==> config.mk <==
export PLATFORM = sky130hd
export DESIGN_NAME = arw_regs
export DESIGN_NICKNAME = d
export VERILOG_FILES = /design/src/arw_pkg.sv /design/src/arw_regs.sv
export SDC_FILE = /design/constraint.sdc
export NUM_CORES = 1
export LEC_CHECK = 0
export ABC_AREA = 1
export BUFFER_PORTS_ARGS = -buffer_cell sky130_fd_sc_hd__buf_2
export CAP_MARGIN = 10
export CORE_ASPECT_RATIO = 0.6
export CORE_MARGIN = 2
export CORE_UTILIZATION = 30
export DETAILED_ROUTE_END_ITERATION = 12
export PLACE_DENSITY = 0.54
export SLEW_MARGIN = 30
export SYNTH_ARGS = -nofsm -noshare
export SYNTH_HDL_FRONTEND = slang
export SYNTH_SLANG_ARGS = --single-unit
==> constraint.sdc <==
create_clock -name core_clk -period 2.95 [get_ports core_clk]
set_clock_uncertainty 0.2 [all_clocks]
set_input_delay 0.59 -clock core_clk [delete_from_list [all_inputs] [get_ports core_clk]]
set_output_delay 0.59 -clock core_clk [all_outputs]
set_load 0.05 [all_outputs]
==> src/arw_pkg.sv <==
/*
 * shared constants for the converter result / window register block:
 * register indexes, field positions, reset values, codes.
 * assumes a 16-bit register port clocked with the core clock.
 */
package arw_pkg;
    // ********************************
    // register map (indexes, word address)
    // ********************************
    localparam logic [3:0] ADDR_RESULT = 4'h0;
    localparam logic [3:0] ADDR_MEM_CTL = 4'h1;
    localparam logic [3:0] ADDR_HIGH_THR = 4'h2;
    localparam logic [3:0] ADDR_LOW_THR = 4'h3;
    localparam logic [3:0] ADDR_INT_EN = 4'h4;
    localparam logic [3:0] ADDR_INT_FLAGS = 4'h5;
    localparam logic [3:0] ADDR_INT_VEC = 4'h6;
    localparam logic [3:0] ADDR_CONV_CTL = 4'h7;
    // ********************************
    // fields
    // ********************************
    localparam int REF_LSB = 4;
    localparam int REF_MSB = 6;
    localparam int CHAN_LSB = 0;
    localparam int CHAN_MSB = 3;
    localparam int CTL_ENABLE = 0;
    localparam int CTL_FORMAT = 1;
    localparam int CTL_RES_LSB = 2;
    localparam int CTL_SEQ_LSB = 4;
    localparam int NUM_IRQ = 6;
    localparam int IRQ_COMPLETE = 0;
    localparam int IRQ_INSIDE = 1;
    localparam int IRQ_BELOW = 2;
    localparam int IRQ_ABOVE = 3;
    localparam int IRQ_RES_OVF = 4;
    localparam int IRQ_TIME_OVF = 5;
    // ********************************
    // reset values and codes
    // ********************************
    localparam logic [15:0] RST_MEM_CTL = 16'h0000;
    localparam logic [15:0] RST_HIGH_UNS = 16'h03ff;
    localparam logic [15:0] RST_LOW_UNS = 16'h0000;
    localparam logic [15:0] RST_HIGH_SGN = 16'h01ff;
    localparam logic [15:0] RST_LOW_SGN = 16'h0200;
    localparam logic [1:0] RST_RES = 2'h1;
    localparam logic [1:0] RES_8 = 2'h0;
    localparam logic [1:0] RES_10 = 2'h1;
    localparam logic [1:0] RES_12 = 2'h2;
    localparam logic [1:0] SEQ_SEQUENCE = 2'h1;
    localparam logic [1:0] SEQ_REPEAT_SEQ = 2'h3;
    localparam logic [3:0] CHAN_MAX = 4'he;
    localparam logic [7:0] VEC_NONE = 8'h00;
    localparam logic [7:0] VEC_RES_OVF = 8'h02;
    localparam logic [7:0] VEC_TIME_OVF = 8'h04;
    localparam logic [7:0] VEC_ABOVE = 8'h06;
    localparam logic [7:0] VEC_BELOW = 8'h08;
    localparam logic [7:0] VEC_INSIDE = 8'h0a;
    localparam logic [7:0] VEC_COMPLETE = 8'h0c;
endpackage : arw_pkg

==> src/arw_regs.sv <==
/*
 * register side of an analog converter: result read-back formatting,
 * memory control, window comparator, interrupt enables, flags, vector.
 * assumes the converter core presents results and events as one-cycle
 * pulses on core_clk, and a master that follows the simple strobe port.
 */
// Operation
// - signed view: left justified, low bits zero
// - result stored unsigned, converted on read
// - bits 6-4 pick reference pair
// - gated fields written only while enable clear
// - clearing enable then writing takes effect immediately
// - bits 3-0 pick channel, up to 14
// - sequence modes read back active channel
// - unsigned thresholds right justified
// - signed thresholds left justified, low bits zero
// - six enable bits gate interrupt requests
// - reserved bits read as zero
// - completion flag set, cleared by result read
// - window flags from threshold comparisons
// - time and result overflow flags
// - vector reports highest pending; write clears all
`timescale 1ns/1ns
module arw_regs (
    // clock and reset
    input wire logic core_clk,
    input wire logic rst,
    // register port
    input wire logic [3:0] reg_addr,
    input wire logic [15:0] reg_wdata,
    input wire logic reg_wr,
    input wire logic reg_rd,
    output logic [15:0] reg_rdata,
    // converter core
    input wire logic conv_done,
    input wire logic [11:0] conv_result,
    input wire logic conv_trigger,
    input wire logic conv_busy,
    input wire logic [3:0] conv_channel,
    // configuration toward the core
    output logic [2:0] reference_select,
    output logic [3:0] channel_select,
    output logic conversion_enable,
    output logic format_select,
    output logic [1:0] resolution,
    output logic [1:0] sequence_mode,
    // interrupt
    output logic irq
);
    // ********************************
    // state
    // ********************************
    logic [11:0] result_reg;
    logic result_unread_reg;
    logic [15:0] high_thr_reg;
    logic [15:0] low_thr_reg;
    logic [5:0] enables_reg;
    logic [5:0] flags_reg;
    logic [15:0] rdata_next;
    logic [5:0] set_next;
    logic [5:0] clr_next;
    logic [15:0] cmp_val;
    logic wr_result;
    logic rd_result;
    logic cfg_open;

    // left-justify an unsigned result into two's complement, low bits masked
    function automatic logic [15:0] to_signed_view(input logic [11:0] v,
                                                   input logic [1:0] res);
        logic [15:0] s;
        s = {~v[11], v[10:0], 4'h0};
        case (res)
            arw_pkg::RES_8: s = {~v[7], v[6:0], 8'h00};
            arw_pkg::RES_10: s = {~v[9], v[8:0], 6'h00};
            default: s = {~v[11], v[10:0], 4'h0};
        endcase
        return s;
    endfunction : to_signed_view

    function automatic logic [15:0] unsigned_mask(input logic [1:0] res);
        logic [15:0] m;
        m = 16'h0fff;
        case (res)
            arw_pkg::RES_8: m = 16'h00ff;
            arw_pkg::RES_10: m = 16'h03ff;
            default: m = 16'h0fff;
        endcase
        return m;
    endfunction : unsigned_mask

    function automatic logic [15:0] signed_mask(input logic [1:0] res);
        logic [15:0] m;
        m = 16'hfff0;
        case (res)
            arw_pkg::RES_8: m = 16'hff00;
            arw_pkg::RES_10: m = 16'hffc0;
            default: m = 16'hfff0;
        endcase
        return m;
    endfunction : signed_mask

    // signed compare of two's complement views, unsigned otherwise
    function automatic logic greater(input logic [15:0] a, input logic [15:0] b,
                                     input logic sgn);
        logic r;
        r = sgn ? ($signed(a) > $signed(b)) : (a > b);
        return r;
    endfunction : greater

    function automatic logic [7:0] vector_of(input logic [5:0] f);
        logic [7:0] v;
        v = arw_pkg::VEC_NONE;
        if (f[arw_pkg::IRQ_RES_OVF]) v = arw_pkg::VEC_RES_OVF;
        else if (f[arw_pkg::IRQ_TIME_OVF]) v = arw_pkg::VEC_TIME_OVF;
        else if (f[arw_pkg::IRQ_ABOVE]) v = arw_pkg::VEC_ABOVE;
        else if (f[arw_pkg::IRQ_BELOW]) v = arw_pkg::VEC_BELOW;
        else if (f[arw_pkg::IRQ_INSIDE]) v = arw_pkg::VEC_INSIDE;
        else if (f[arw_pkg::IRQ_COMPLETE]) v = arw_pkg::VEC_COMPLETE;
        return v;
    endfunction : vector_of

    assign wr_result = reg_wr && reg_addr == arw_pkg::ADDR_RESULT;
    assign rd_result = reg_rd && reg_addr == arw_pkg::ADDR_RESULT;
    assign cfg_open = !conversion_enable;

    // ********************************
    // conversion control register
    // ********************************
    // enable can always be cleared; other fields only while it is clear
    always_ff @(posedge core_clk or posedge rst) begin
        if (rst) begin
            conversion_enable <= 1'b0;
            format_select <= 1'b0;
            resolution <= arw_pkg::RST_RES;
            sequence_mode <= 2'h0;
        end else if (reg_wr && reg_addr == arw_pkg::ADDR_CONV_CTL) begin
            conversion_enable <= reg_wdata[arw_pkg::CTL_ENABLE];
            if (cfg_open) begin
                format_select <= reg_wdata[arw_pkg::CTL_FORMAT];
                resolution <= reg_wdata[arw_pkg::CTL_RES_LSB +: 2];
                sequence_mode <= reg_wdata[arw_pkg::CTL_SEQ_LSB +: 2];
            end
        end
    end

    // ********************************
    // memory control
    // ********************************
    // outputs go straight to the core; writes are taken only while enable is clear
    always_ff @(posedge core_clk or posedge rst) begin
        if (rst) begin
            reference_select <= arw_pkg::RST_MEM_CTL[arw_pkg::REF_MSB:arw_pkg::REF_LSB];
            channel_select <= arw_pkg::RST_MEM_CTL[arw_pkg::CHAN_MSB:arw_pkg::CHAN_LSB];
        end else if (reg_wr && reg_addr == arw_pkg::ADDR_MEM_CTL && cfg_open) begin
            reference_select <= reg_wdata[arw_pkg::REF_MSB:arw_pkg::REF_LSB];
            // codes above 14 have no input; they are clamped
            channel_select <= (reg_wdata[3:0] > arw_pkg::CHAN_MAX) ?
                              arw_pkg::CHAN_MAX : reg_wdata[3:0];
        end
    end

    // ********************************
    // thresholds
    // ********************************
    // one store; its reset value follows the format selected at reset
    always_ff @(posedge core_clk or posedge rst) begin
        if (rst) begin
            high_thr_reg <= arw_pkg::RST_HIGH_UNS;
            low_thr_reg <= arw_pkg::RST_LOW_UNS;
        end else if (reg_wr && reg_addr == arw_pkg::ADDR_HIGH_THR) begin
            high_thr_reg <= reg_wdata;
        end else if (reg_wr && reg_addr == arw_pkg::ADDR_LOW_THR) begin
            low_thr_reg <= reg_wdata;
        end else if (reg_wr && reg_addr == arw_pkg::ADDR_CONV_CTL && cfg_open
                     && reg_wdata[arw_pkg::CTL_FORMAT] != format_select) begin
            // defaults swap with the format while untouched
            if (high_thr_reg == (format_select ? arw_pkg::RST_HIGH_SGN : arw_pkg::RST_HIGH_UNS)
                && low_thr_reg == (format_select ? arw_pkg::RST_LOW_SGN : arw_pkg::RST_LOW_UNS))
            begin
                high_thr_reg <= format_select ? arw_pkg::RST_HIGH_UNS : arw_pkg::RST_HIGH_SGN;
                low_thr_reg <= format_select ? arw_pkg::RST_LOW_UNS : arw_pkg::RST_LOW_SGN;
            end
        end
    end

    // ********************************
    // result store
    // ********************************
    // a software write lands here too and spoils the stored value
    always_ff @(posedge core_clk or posedge rst) begin
        if (rst) begin
            result_reg <= 12'h000;
            result_unread_reg <= 1'b0;
        end else begin
            if (conv_done) begin
                result_reg <= conv_result & 12'(unsigned_mask(resolution));
            end else if (wr_result) begin
                result_reg <= reg_wdata[11:0];
            end
            if (conv_done || wr_result) result_unread_reg <= 1'b1;
            else if (rd_result) result_unread_reg <= 1'b0;
        end
    end

    // ********************************
    // window comparator and flags
    // ********************************
    always_comb begin
        // same format and justification as software sees the result
        cmp_val = format_select ? to_signed_view(conv_result, resolution)
                                : ({4'h0, conv_result} & unsigned_mask(resolution));
        set_next = 6'h00;
        set_next[arw_pkg::IRQ_COMPLETE] = conv_done;
        set_next[arw_pkg::IRQ_ABOVE] = conv_done &&
            greater(cmp_val, high_thr_reg & (format_select ? signed_mask(resolution)
                : unsigned_mask(resolution)), format_select);
        set_next[arw_pkg::IRQ_BELOW] = conv_done &&
            greater(low_thr_reg & (format_select ? signed_mask(resolution)
                : unsigned_mask(resolution)), cmp_val, format_select);
        set_next[arw_pkg::IRQ_INSIDE] = conv_done && !set_next[arw_pkg::IRQ_ABOVE]
            && !set_next[arw_pkg::IRQ_BELOW];
        set_next[arw_pkg::IRQ_TIME_OVF] = conv_trigger && conv_busy;
        set_next[arw_pkg::IRQ_RES_OVF] = (conv_done || wr_result) && result_unread_reg;
        clr_next = 6'h00;
        if (reg_wr && reg_addr == arw_pkg::ADDR_INT_VEC) clr_next = 6'h3f;
        else if (reg_wr && reg_addr == arw_pkg::ADDR_INT_FLAGS) clr_next = ~reg_wdata[5:0];
        else if (reg_rd && reg_addr == arw_pkg::ADDR_INT_FLAGS) clr_next = 6'h3f;
        if (rd_result) clr_next[arw_pkg::IRQ_COMPLETE] = 1'b1;
    end

    // a new event in the clearing cycle wins
    always_ff @(posedge core_clk or posedge rst) begin
        if (rst) flags_reg <= 6'h00;
        else flags_reg <= (flags_reg & ~clr_next) | set_next;
    end

    always_ff @(posedge core_clk or posedge rst) begin
        if (rst) enables_reg <= 6'h00;
        else if (reg_wr && reg_addr == arw_pkg::ADDR_INT_EN) enables_reg <= reg_wdata[5:0];
    end

    always_ff @(posedge core_clk or posedge rst) begin
        if (rst) irq <= 1'b0;
        else irq <= |(((flags_reg & ~clr_next) | set_next) & enables_reg);
    end

    // ********************************
    // read path
    // ********************************
    always_comb begin
        rdata_next = 16'h0000;
        case (reg_addr)
            arw_pkg::ADDR_RESULT:
                rdata_next = format_select ? to_signed_view(result_reg, resolution)
                                           : {4'h0, result_reg};
            arw_pkg::ADDR_MEM_CTL: begin
                rdata_next[arw_pkg::REF_MSB:arw_pkg::REF_LSB] = reference_select;
                rdata_next[arw_pkg::CHAN_MSB:arw_pkg::CHAN_LSB] =
                    (sequence_mode == arw_pkg::SEQ_SEQUENCE
                     || sequence_mode == arw_pkg::SEQ_REPEAT_SEQ) ?
                    conv_channel : channel_select;
            end
            arw_pkg::ADDR_HIGH_THR: rdata_next = high_thr_reg;
            arw_pkg::ADDR_LOW_THR: rdata_next = low_thr_reg;
            arw_pkg::ADDR_INT_EN: rdata_next[5:0] = enables_reg;
            arw_pkg::ADDR_INT_FLAGS: rdata_next[5:0] = flags_reg;
            arw_pkg::ADDR_INT_VEC: rdata_next[7:0] = vector_of(flags_reg);
            arw_pkg::ADDR_CONV_CTL: begin
                rdata_next[arw_pkg::CTL_ENABLE] = conversion_enable;
                rdata_next[arw_pkg::CTL_FORMAT] = format_select;
                rdata_next[arw_pkg::CTL_RES_LSB +: 2] = resolution;
                rdata_next[arw_pkg::CTL_SEQ_LSB +: 2] = sequence_mode;
            end
            default: rdata_next = 16'h0000;
        endcase
    end

    always_ff @(posedge core_clk or posedge rst) begin
        if (rst) reg_rdata <= 16'h0000;
        else if (reg_rd) reg_rdata <= rdata_next;
        else reg_rdata <= 16'h0000;
    end
endmodule : arw_regs

==> results.ini, run 1 <==
[power_and_ir_drop]
p_clk_frac = 0.226
internal_power_mw = 2.98
power_mw = 5.29
switching_power_mw = 2.31
power_frac_seq = 0.321
ir_worst_vdd_mv = 0.290
power_frac_comb = 0.453
powerDensity_mw_per_mm2 = 745
swShare = 0.437
p_leak_nw = 3.52

[global_route]
grt_pass1_wl_um = 33200
grtUsageTotal = 0.224
grt_pass1_vias = 5465
grt-ovfl-total = 0
grt_max_degree = 88
antenna_found_initial = 1

[cts]
cts_buffer_depth = 2
cts_tree = yes
cts_buffers = 9
cts.sink_count = 87
cts_root_buffer = clkbuf_16
insertion_delay_ns = 0.34
ctsHtreeMaxLevel = 3
ctsHoldBuffers = 0
clk_pin_slew_worst_paths_ns = 0.07

[timing]
slew_headroom = 0.389
max_freq_mhz = 339
maxSlewViolCount = 0
rsz0062_at_grt = true
finalHoldViolations = 0
period_share = 0.999
timing.final.crit_period_ns = 2.95
setup_viol = 0
tightestPinTransition_ns = 0.909
final.setup.tns_ns = 0

[synthesis]
synth_cell_types = 44
syn_avg_cell_area_um2 = 7.44
synth_compound_area_frac = 0.217
syn_inst = 760
ys_async_sr_fraction = 1.00
synth_fa_ha_area_frac = 0.0575
synthesis.nets = 829
ys_seq_elements = 87
synthMuxAreaShare = 0
yosysWarningCount = 0
synth_simple_gate_area_frac = 0.222
synth-edff-count = 0
ys.flop_type = dfrtp_1
synthXorXnorAreaFrac = 0
netlist_area_mm2 = 0.00565
synth_top_family_by_area = simple AND/OR/NAND/NOR gates
synth-seq-area-share = 0.388

[drt]
via_count = 5854
drtAntennaViolNets = 0
drcViolationCount = 0
routed_wirelength_um = 21800
wl_per_cell_um = 19.5
vias_per_cell = 5.25
drt_iter0_drc = 587
drtPass1Iterations = 6

[floorplan]
ios = 73
initial_core_util = 0.310
die_height_um = 110
fp.coreArea_mm2 = 0.0183
die_w_um = 181
rows = 38
die_area_mm2 = 0.0200

[layout]
fin_nets = 939
fillerInstances = 1927
antenna_cells = 0
drive_above_1_share = 0.257
final_util = 0.389
syn_to_final_growth_pct = 25.6

[setup_path]
crit_path_start_kind = flop
cp.arrival_ns = 2.97
path_class = flop to flop
critPathCaptureType = flop
rrSetupSlack_ns = 0.004
rr_worst_depth = 18
worstReg2RegEnd = irq
crit_required_ns = 2.97
path_max_fanout = 7
worstReg2RegStart = resolution[0]

[job]
cap_violations = 0

[placement]
gp_congestion = 0.951
dp.final_hpwl_um = 17200
portBuffers = 72

[worst_hold_path]
min_path_type = primary input to async pin

[outcome]
status = finished clean

-- worst max-delay path: stages (launching register included) --
cell	delay (ns)
dfstp_4	0.65
inv_4	0.04
nor2_4	0.14
inv_4	0.08
o221ai_2	0.15
o21ai_2	0.09
ha_1	0.34
buf_4	0.13
nand4_1	0.15
o21bai_1	0.16
nand3_1	0.09
nand2_1	0.08
inv_2	0.04
nand2_1	0.05
nand2_1	0.05
nand3_2	0.10
nand2_2	0.08
a21oi_2	0.14
nand3_1	0.07
-- worst max-delay path by stage --
stage	startpoint	endpoint
final	resolution[0]	irq
after global routing	resolution[0]	irq
after CTS	resolution[0]	irq
after detailed placement	resolution[0]	irq
after global placement	resolution[0]	irq
after floorplan	resolution[1]	irq
-- cell families (layout without fill, tap and decap cells) --
group	Yosys count	in the layout
flops	87	87
buf+inv	161	276
compound gates	200	200
simple gates	286	286
fa+ha+maj	26	26
-- synth_stat cells, types with 3 or more instances --
master	count	area (um2)
a211oi_1	3	22.5
a21oi_1	44	220
a221oi_1	11	96.3
a22oi_1	4	30.0
a31oi_1	4	25.0
buf_2	4	20.0
buf_6	5	56.3
clkbuf_1	15	56.3
dfrtp_1	76	1900
dfstp_2	11	289
ha_1	26	325
inv_1	127	477
inv_2	7	26.3
nand2_1	152	571
nand2_2	9	56.3
nand3_1	19	95.1
nand3_2	5	50.1
nand4_1	7	43.8
nor2_1	65	244
nor2_2	5	31.3
nor3_1	14	70.1
nor4_1	5	31.3
o211ai_1	18	135
o21a_1	4	30.0
o21ai_0	67	335
o221ai_1	8	70.1
o22ai_1	22	138
-- stage by stage --
stage                     cells  setup WS [ns]  instance area (um2)  hold WS (ns)
after floorplan             760         -0.108                 5670         0.274
after global placement     1095        -0.0169                 6590         0.301
after detailed placement   1095        -0.0920                 6590         0.315
after CTS                  1111        0.00692                 6930         0.197
after global routing       1115         -0.150                 7100         0.197
final                      1115        0.00415                 7100         0.154
-- per-layer routing --
| layer | up-vias | GRT usage | routed length [um] | share of wire |
|---|---|---|---|---|
| li1 | 2759 | - | - | - |
| met1 | 2796 | 0.334 | 10700 | 0.49 |
| met2 | 278 | 0.298 | 8090 | 0.37 |
| met3 | 21 | 0.0936 | 2800 | 0.13 |
| met4 | 0 | 0.0337 | 165 | 0.0076 |
| met5 | - | 0 | 0 | 0 |
-- power by group through the flow --
stage               Combinational [mW]  Sequential (mW)  Clock [mW]
floorplan                         1.28             1.81           0
global route                      2.64             1.72        1.27
detailed placement                2.15             1.70           0
finish                            2.40             1.70        1.20
CTS                               2.19             1.68        1.22
global placement                  2.16             1.70           0
-- area by class of cell --
type,instances,area (um2),share of cell area
flip-flops and latches,87,2200,0.309
clock inverters,7,80.1,0.0113
inverters,135,518,0.0729
multi-input cells,512,2970,0.418
repair buffers,125,811,0.114
clock buffers,9,225,0.0317
well taps,240,300,0.0423
-- placed cells by master, fill, tap and decap left out, drive strengths merged, types with 22 or more instances in the layout --
master,n
a21oi,45
buf,125
dfrtp,76
ha,26
inv,137
nand2,162
nand3,24
nor2,73
o21ai,70
o22ai,22
-- what timing repair did --
| item | in CTS | in global routing |
|---|---|---|
| endpoints found under the setup margin | 1 | 4 |
| setup buffers | 0 | 4 |
| pin swaps | 5 | 16 |
| endpoints found under the hold margin | 0 | 0 |
| resized for setup | 9 | 37 |
No activity file was read; power rests on OpenSTA's default activity.
==> run 2: changes to the inputs <==
- clock period: 2.95 -> 2.6 ns (I/O delays scaled with it)
==> run 2 against run 1 <==
Effect of this change:
- the run now ends with negative setup slack left
- core utilization up 0.99 points
- clock power grew 15%
- register-to-register slack lost 0.32 ns
- total power increased by 14%
==> results.ini, run 2 (synthesis results as in run 1) <==
[cts]
clk_pin_slew_worst_paths_ns = 0.07  ; about the same
insertion_delay_ns = 0.34  ; about the same
cts.sink_count = 87  ; unchanged
ctsHtreeMaxLevel = 3  ; unchanged
cts_buffer_depth = 2  ; unchanged
ctsHoldBuffers = 0  ; unchanged
cts_tree = yes
cts_root_buffer = clkbuf_16
cts_buffers = 9  ; unchanged

[setup_path]
slowest_stage = dfstp_4
critPathCaptureType = flop
cp_top_family = simple AND/OR/NAND/NOR gates
cp.arrival_ns = 2.94  ; -0.03 ns
critical_path_buf_inv_count = 4  ; unchanged
path_cells = buf_12, nor2_8, a211oi_4, inv_1, ha_1, nand2_1, inv_1, nand3_2, nor2_2, nand2_1, nor2_2, nand3_1, nand2_1, inv_1, nand3_1, nand3_2, nand3_2, nand2_1, nand2_1, nand3_1
path_class = flop to flop
cpMostUsedCell = nand2_1
path_max_fanout = 9  ; +2
crit_path_start_kind = flop
max_stage_delay_ns = 0.65  ; about the same
crit_required_ns = 2.62  ; -0.35 ns

[timing]
timing.final.crit_period_ns = 2.91  ; -0.0333 ns
setup_viol = 4  ; +4
slew_headroom = 0.496  ; +0.106
period_share = 1.12  ; +0.122
hold_ws_ns = 0.0214  ; -0.133 ns
finalHoldViolations = 0  ; unchanged
setup_slack_ns = -0.313  ; -0.317 ns
tightestPinTransition_ns = 0.751  ; -0.159 ns
maxSlewViolCount = 0  ; unchanged
max_freq_mhz = 343  ; +1.1%
rsz0062_at_grt = true

[drt]
via_count = 6024  ; +2.9%
drtAntennaViolNets = 0  ; unchanged
routed_wirelength_um = 22600  ; +3.7%
drt_iter0_drc = 751  ; +28%
drcViolationCount = 0  ; unchanged
drtPass1Iterations = 5  ; -1
wl_per_cell_um = 19.8  ; +1.2%
vias_per_cell = 5.27  ; +0.38%

[power_and_ir_drop]
ir_worst_vdd_mv = 0.371  ; +28%
power_mw = 6.05  ; +14%
p_leak_nw = 3.64  ; +3.5%
powerDensity_mw_per_mm2 = 831  ; +11%

[floorplan]
die_height_um = 110  ; unchanged
ios = 73  ; unchanged
fp.coreArea_mm2 = 0.0183  ; unchanged
die_area_mm2 = 0.0200  ; unchanged
initial_core_util = 0.310  ; unchanged
rows = 38  ; unchanged
die_w_um = 181  ; unchanged

[placement]
placed_cell_area_mm2 = 0.00687  ; +4.3%
portBuffers = 72  ; unchanged
place_ws_ns = -0.297  ; -0.205 ns
gp_congestion = 0.998  ; +4.9%
placedCellCount = 1125  ; +2.7%
dp.final_hpwl_um = 18100  ; +4.8%

[layout]
seqCellArea_mm2 = 0.00220  ; unchanged
fillerInstances = 1950  ; +1.2%
final_common_cell = nand2_1
antenna_cells = 0  ; unchanged
final_cell_mix = 150 x nand2_1, 123 x inv_1, 77 x buf_4
stdcell_count = 1143  ; +2.5%
fin_area_mm2 = 0.00728  ; +2.5%
drive_above_1_share = 0.267  ; +0.00975
syn_to_final_growth_pct = 28.8
fin_nets = 967  ; +3.0%
multiInputGateArea_mm2 = 0.00295  ; -0.76%

[global_route]
grt_pass1_vias = 5518  ; +0.97%
grt-ovfl-total = 0  ; unchanged
antenna_found_initial = 0  ; -1
grtUsageTotal = 0.231  ; +0.00703
grt_max_degree = 39  ; -56%
grt_pass1_wl_um = 34100  ; +2.8%

[worst_hold_path]
min_path_type = primary input to async pin

[outcome]
status = complete, but fails checks
failed_checks = negative setup slack

[job]
cap_violations = 0  ; unchanged

-- run 2: changes by cell type in the layout (fill, tap and decap cells not counted), sizes merged --
cell    before  now
buf        125  153
clkbuf       9   11
inv        137  135
-- run 2: worst paths after layout --
kind                                  from                end  slack, ns  depth (start not counted)
setup / recovery             resolution[0]                irq      -0.31                         20
hold / removal                         rst  channel_select[1]       0.02                          2
setup reg to reg             resolution[0]                irq      -0.31                         20
hold reg to reg            high_thr_reg[1]    high_thr_reg[1]       0.32                          2
max in group asynchronous              rst    high_thr_reg[1]       1.55                          3
min in group core_clk        reg_wdata[15]   high_thr_reg[15]       0.21                          3
-- run 2: final cells by class --
type | count | share of cell area
clock inverter | 5 | 0.00911
timing repair buffer | 153 | 0.139
sequential | 87 | 0.302
inverter | 135 | 0.0711
clock buffer | 11 | 0.0333
tap | 240 | 0.0412
multi-input combinational | 512 | 0.405
-- run 2: per-layer routing --
metal / vias up / GRT usage / share of wire
li1: 2819 / - / -
met1: 2848 / 0.363 / 0.49
met2: 330 / 0.300 / 0.37
met3: 25 / 0.0739 / 0.13
met4: 2 / 0.0314 / 0.0096
met5: - / 0.0275 / 0.0032
-- run 2: what timing repair did --
| item | in CTS | in global routing |
|---|---|---|
| buffers inserted | 1 | 1 |
| endpoints found under the setup margin | 4 | 5 |
| pin swaps | 3 | 2 |
| hold endpoints to repair | 0 | 0 |
| gates resized for setup | 11 | 6 |
-- run 2: power by group --
group          total (mW)  leakage (nW)  internal, mW  switching, mW
combinational        2.76          2.45         0.997           1.76
sequential           1.92          1.04          1.64          0.274
clock                1.38         0.148         0.783          0.594
total                6.05          3.64          3.42           2.63
-- run 2: stage by stage --
stage               TNS [ns]   util
global route           -1.47  0.399
global placement      -0.593  0.376
CTS                   -0.485  0.397
detailed placement    -0.732  0.376
finish                -0.895  0.399
floorplan             -0.577      -
-- run 2: worst register-to-register path, cell delays in order (launching register included) --
cell and delay (ns):
dfstp_4 0.65, buf_12 0.11, nor2_8 0.05, a211oi_4 0.26, inv_1 0.07, ha_1 0.28, nand2_1 0.06, inv_1 0.07
nand3_2 0.08, nor2_2 0.11, nand2_1 0.08, nor2_2 0.10, nand3_1 0.08, nand2_1 0.07, inv_1 0.05, nand3_1 0.08
nand3_2 0.12, nand3_2 0.09, nand2_1 0.06, nand2_1 0.06, nand3_1 0.06
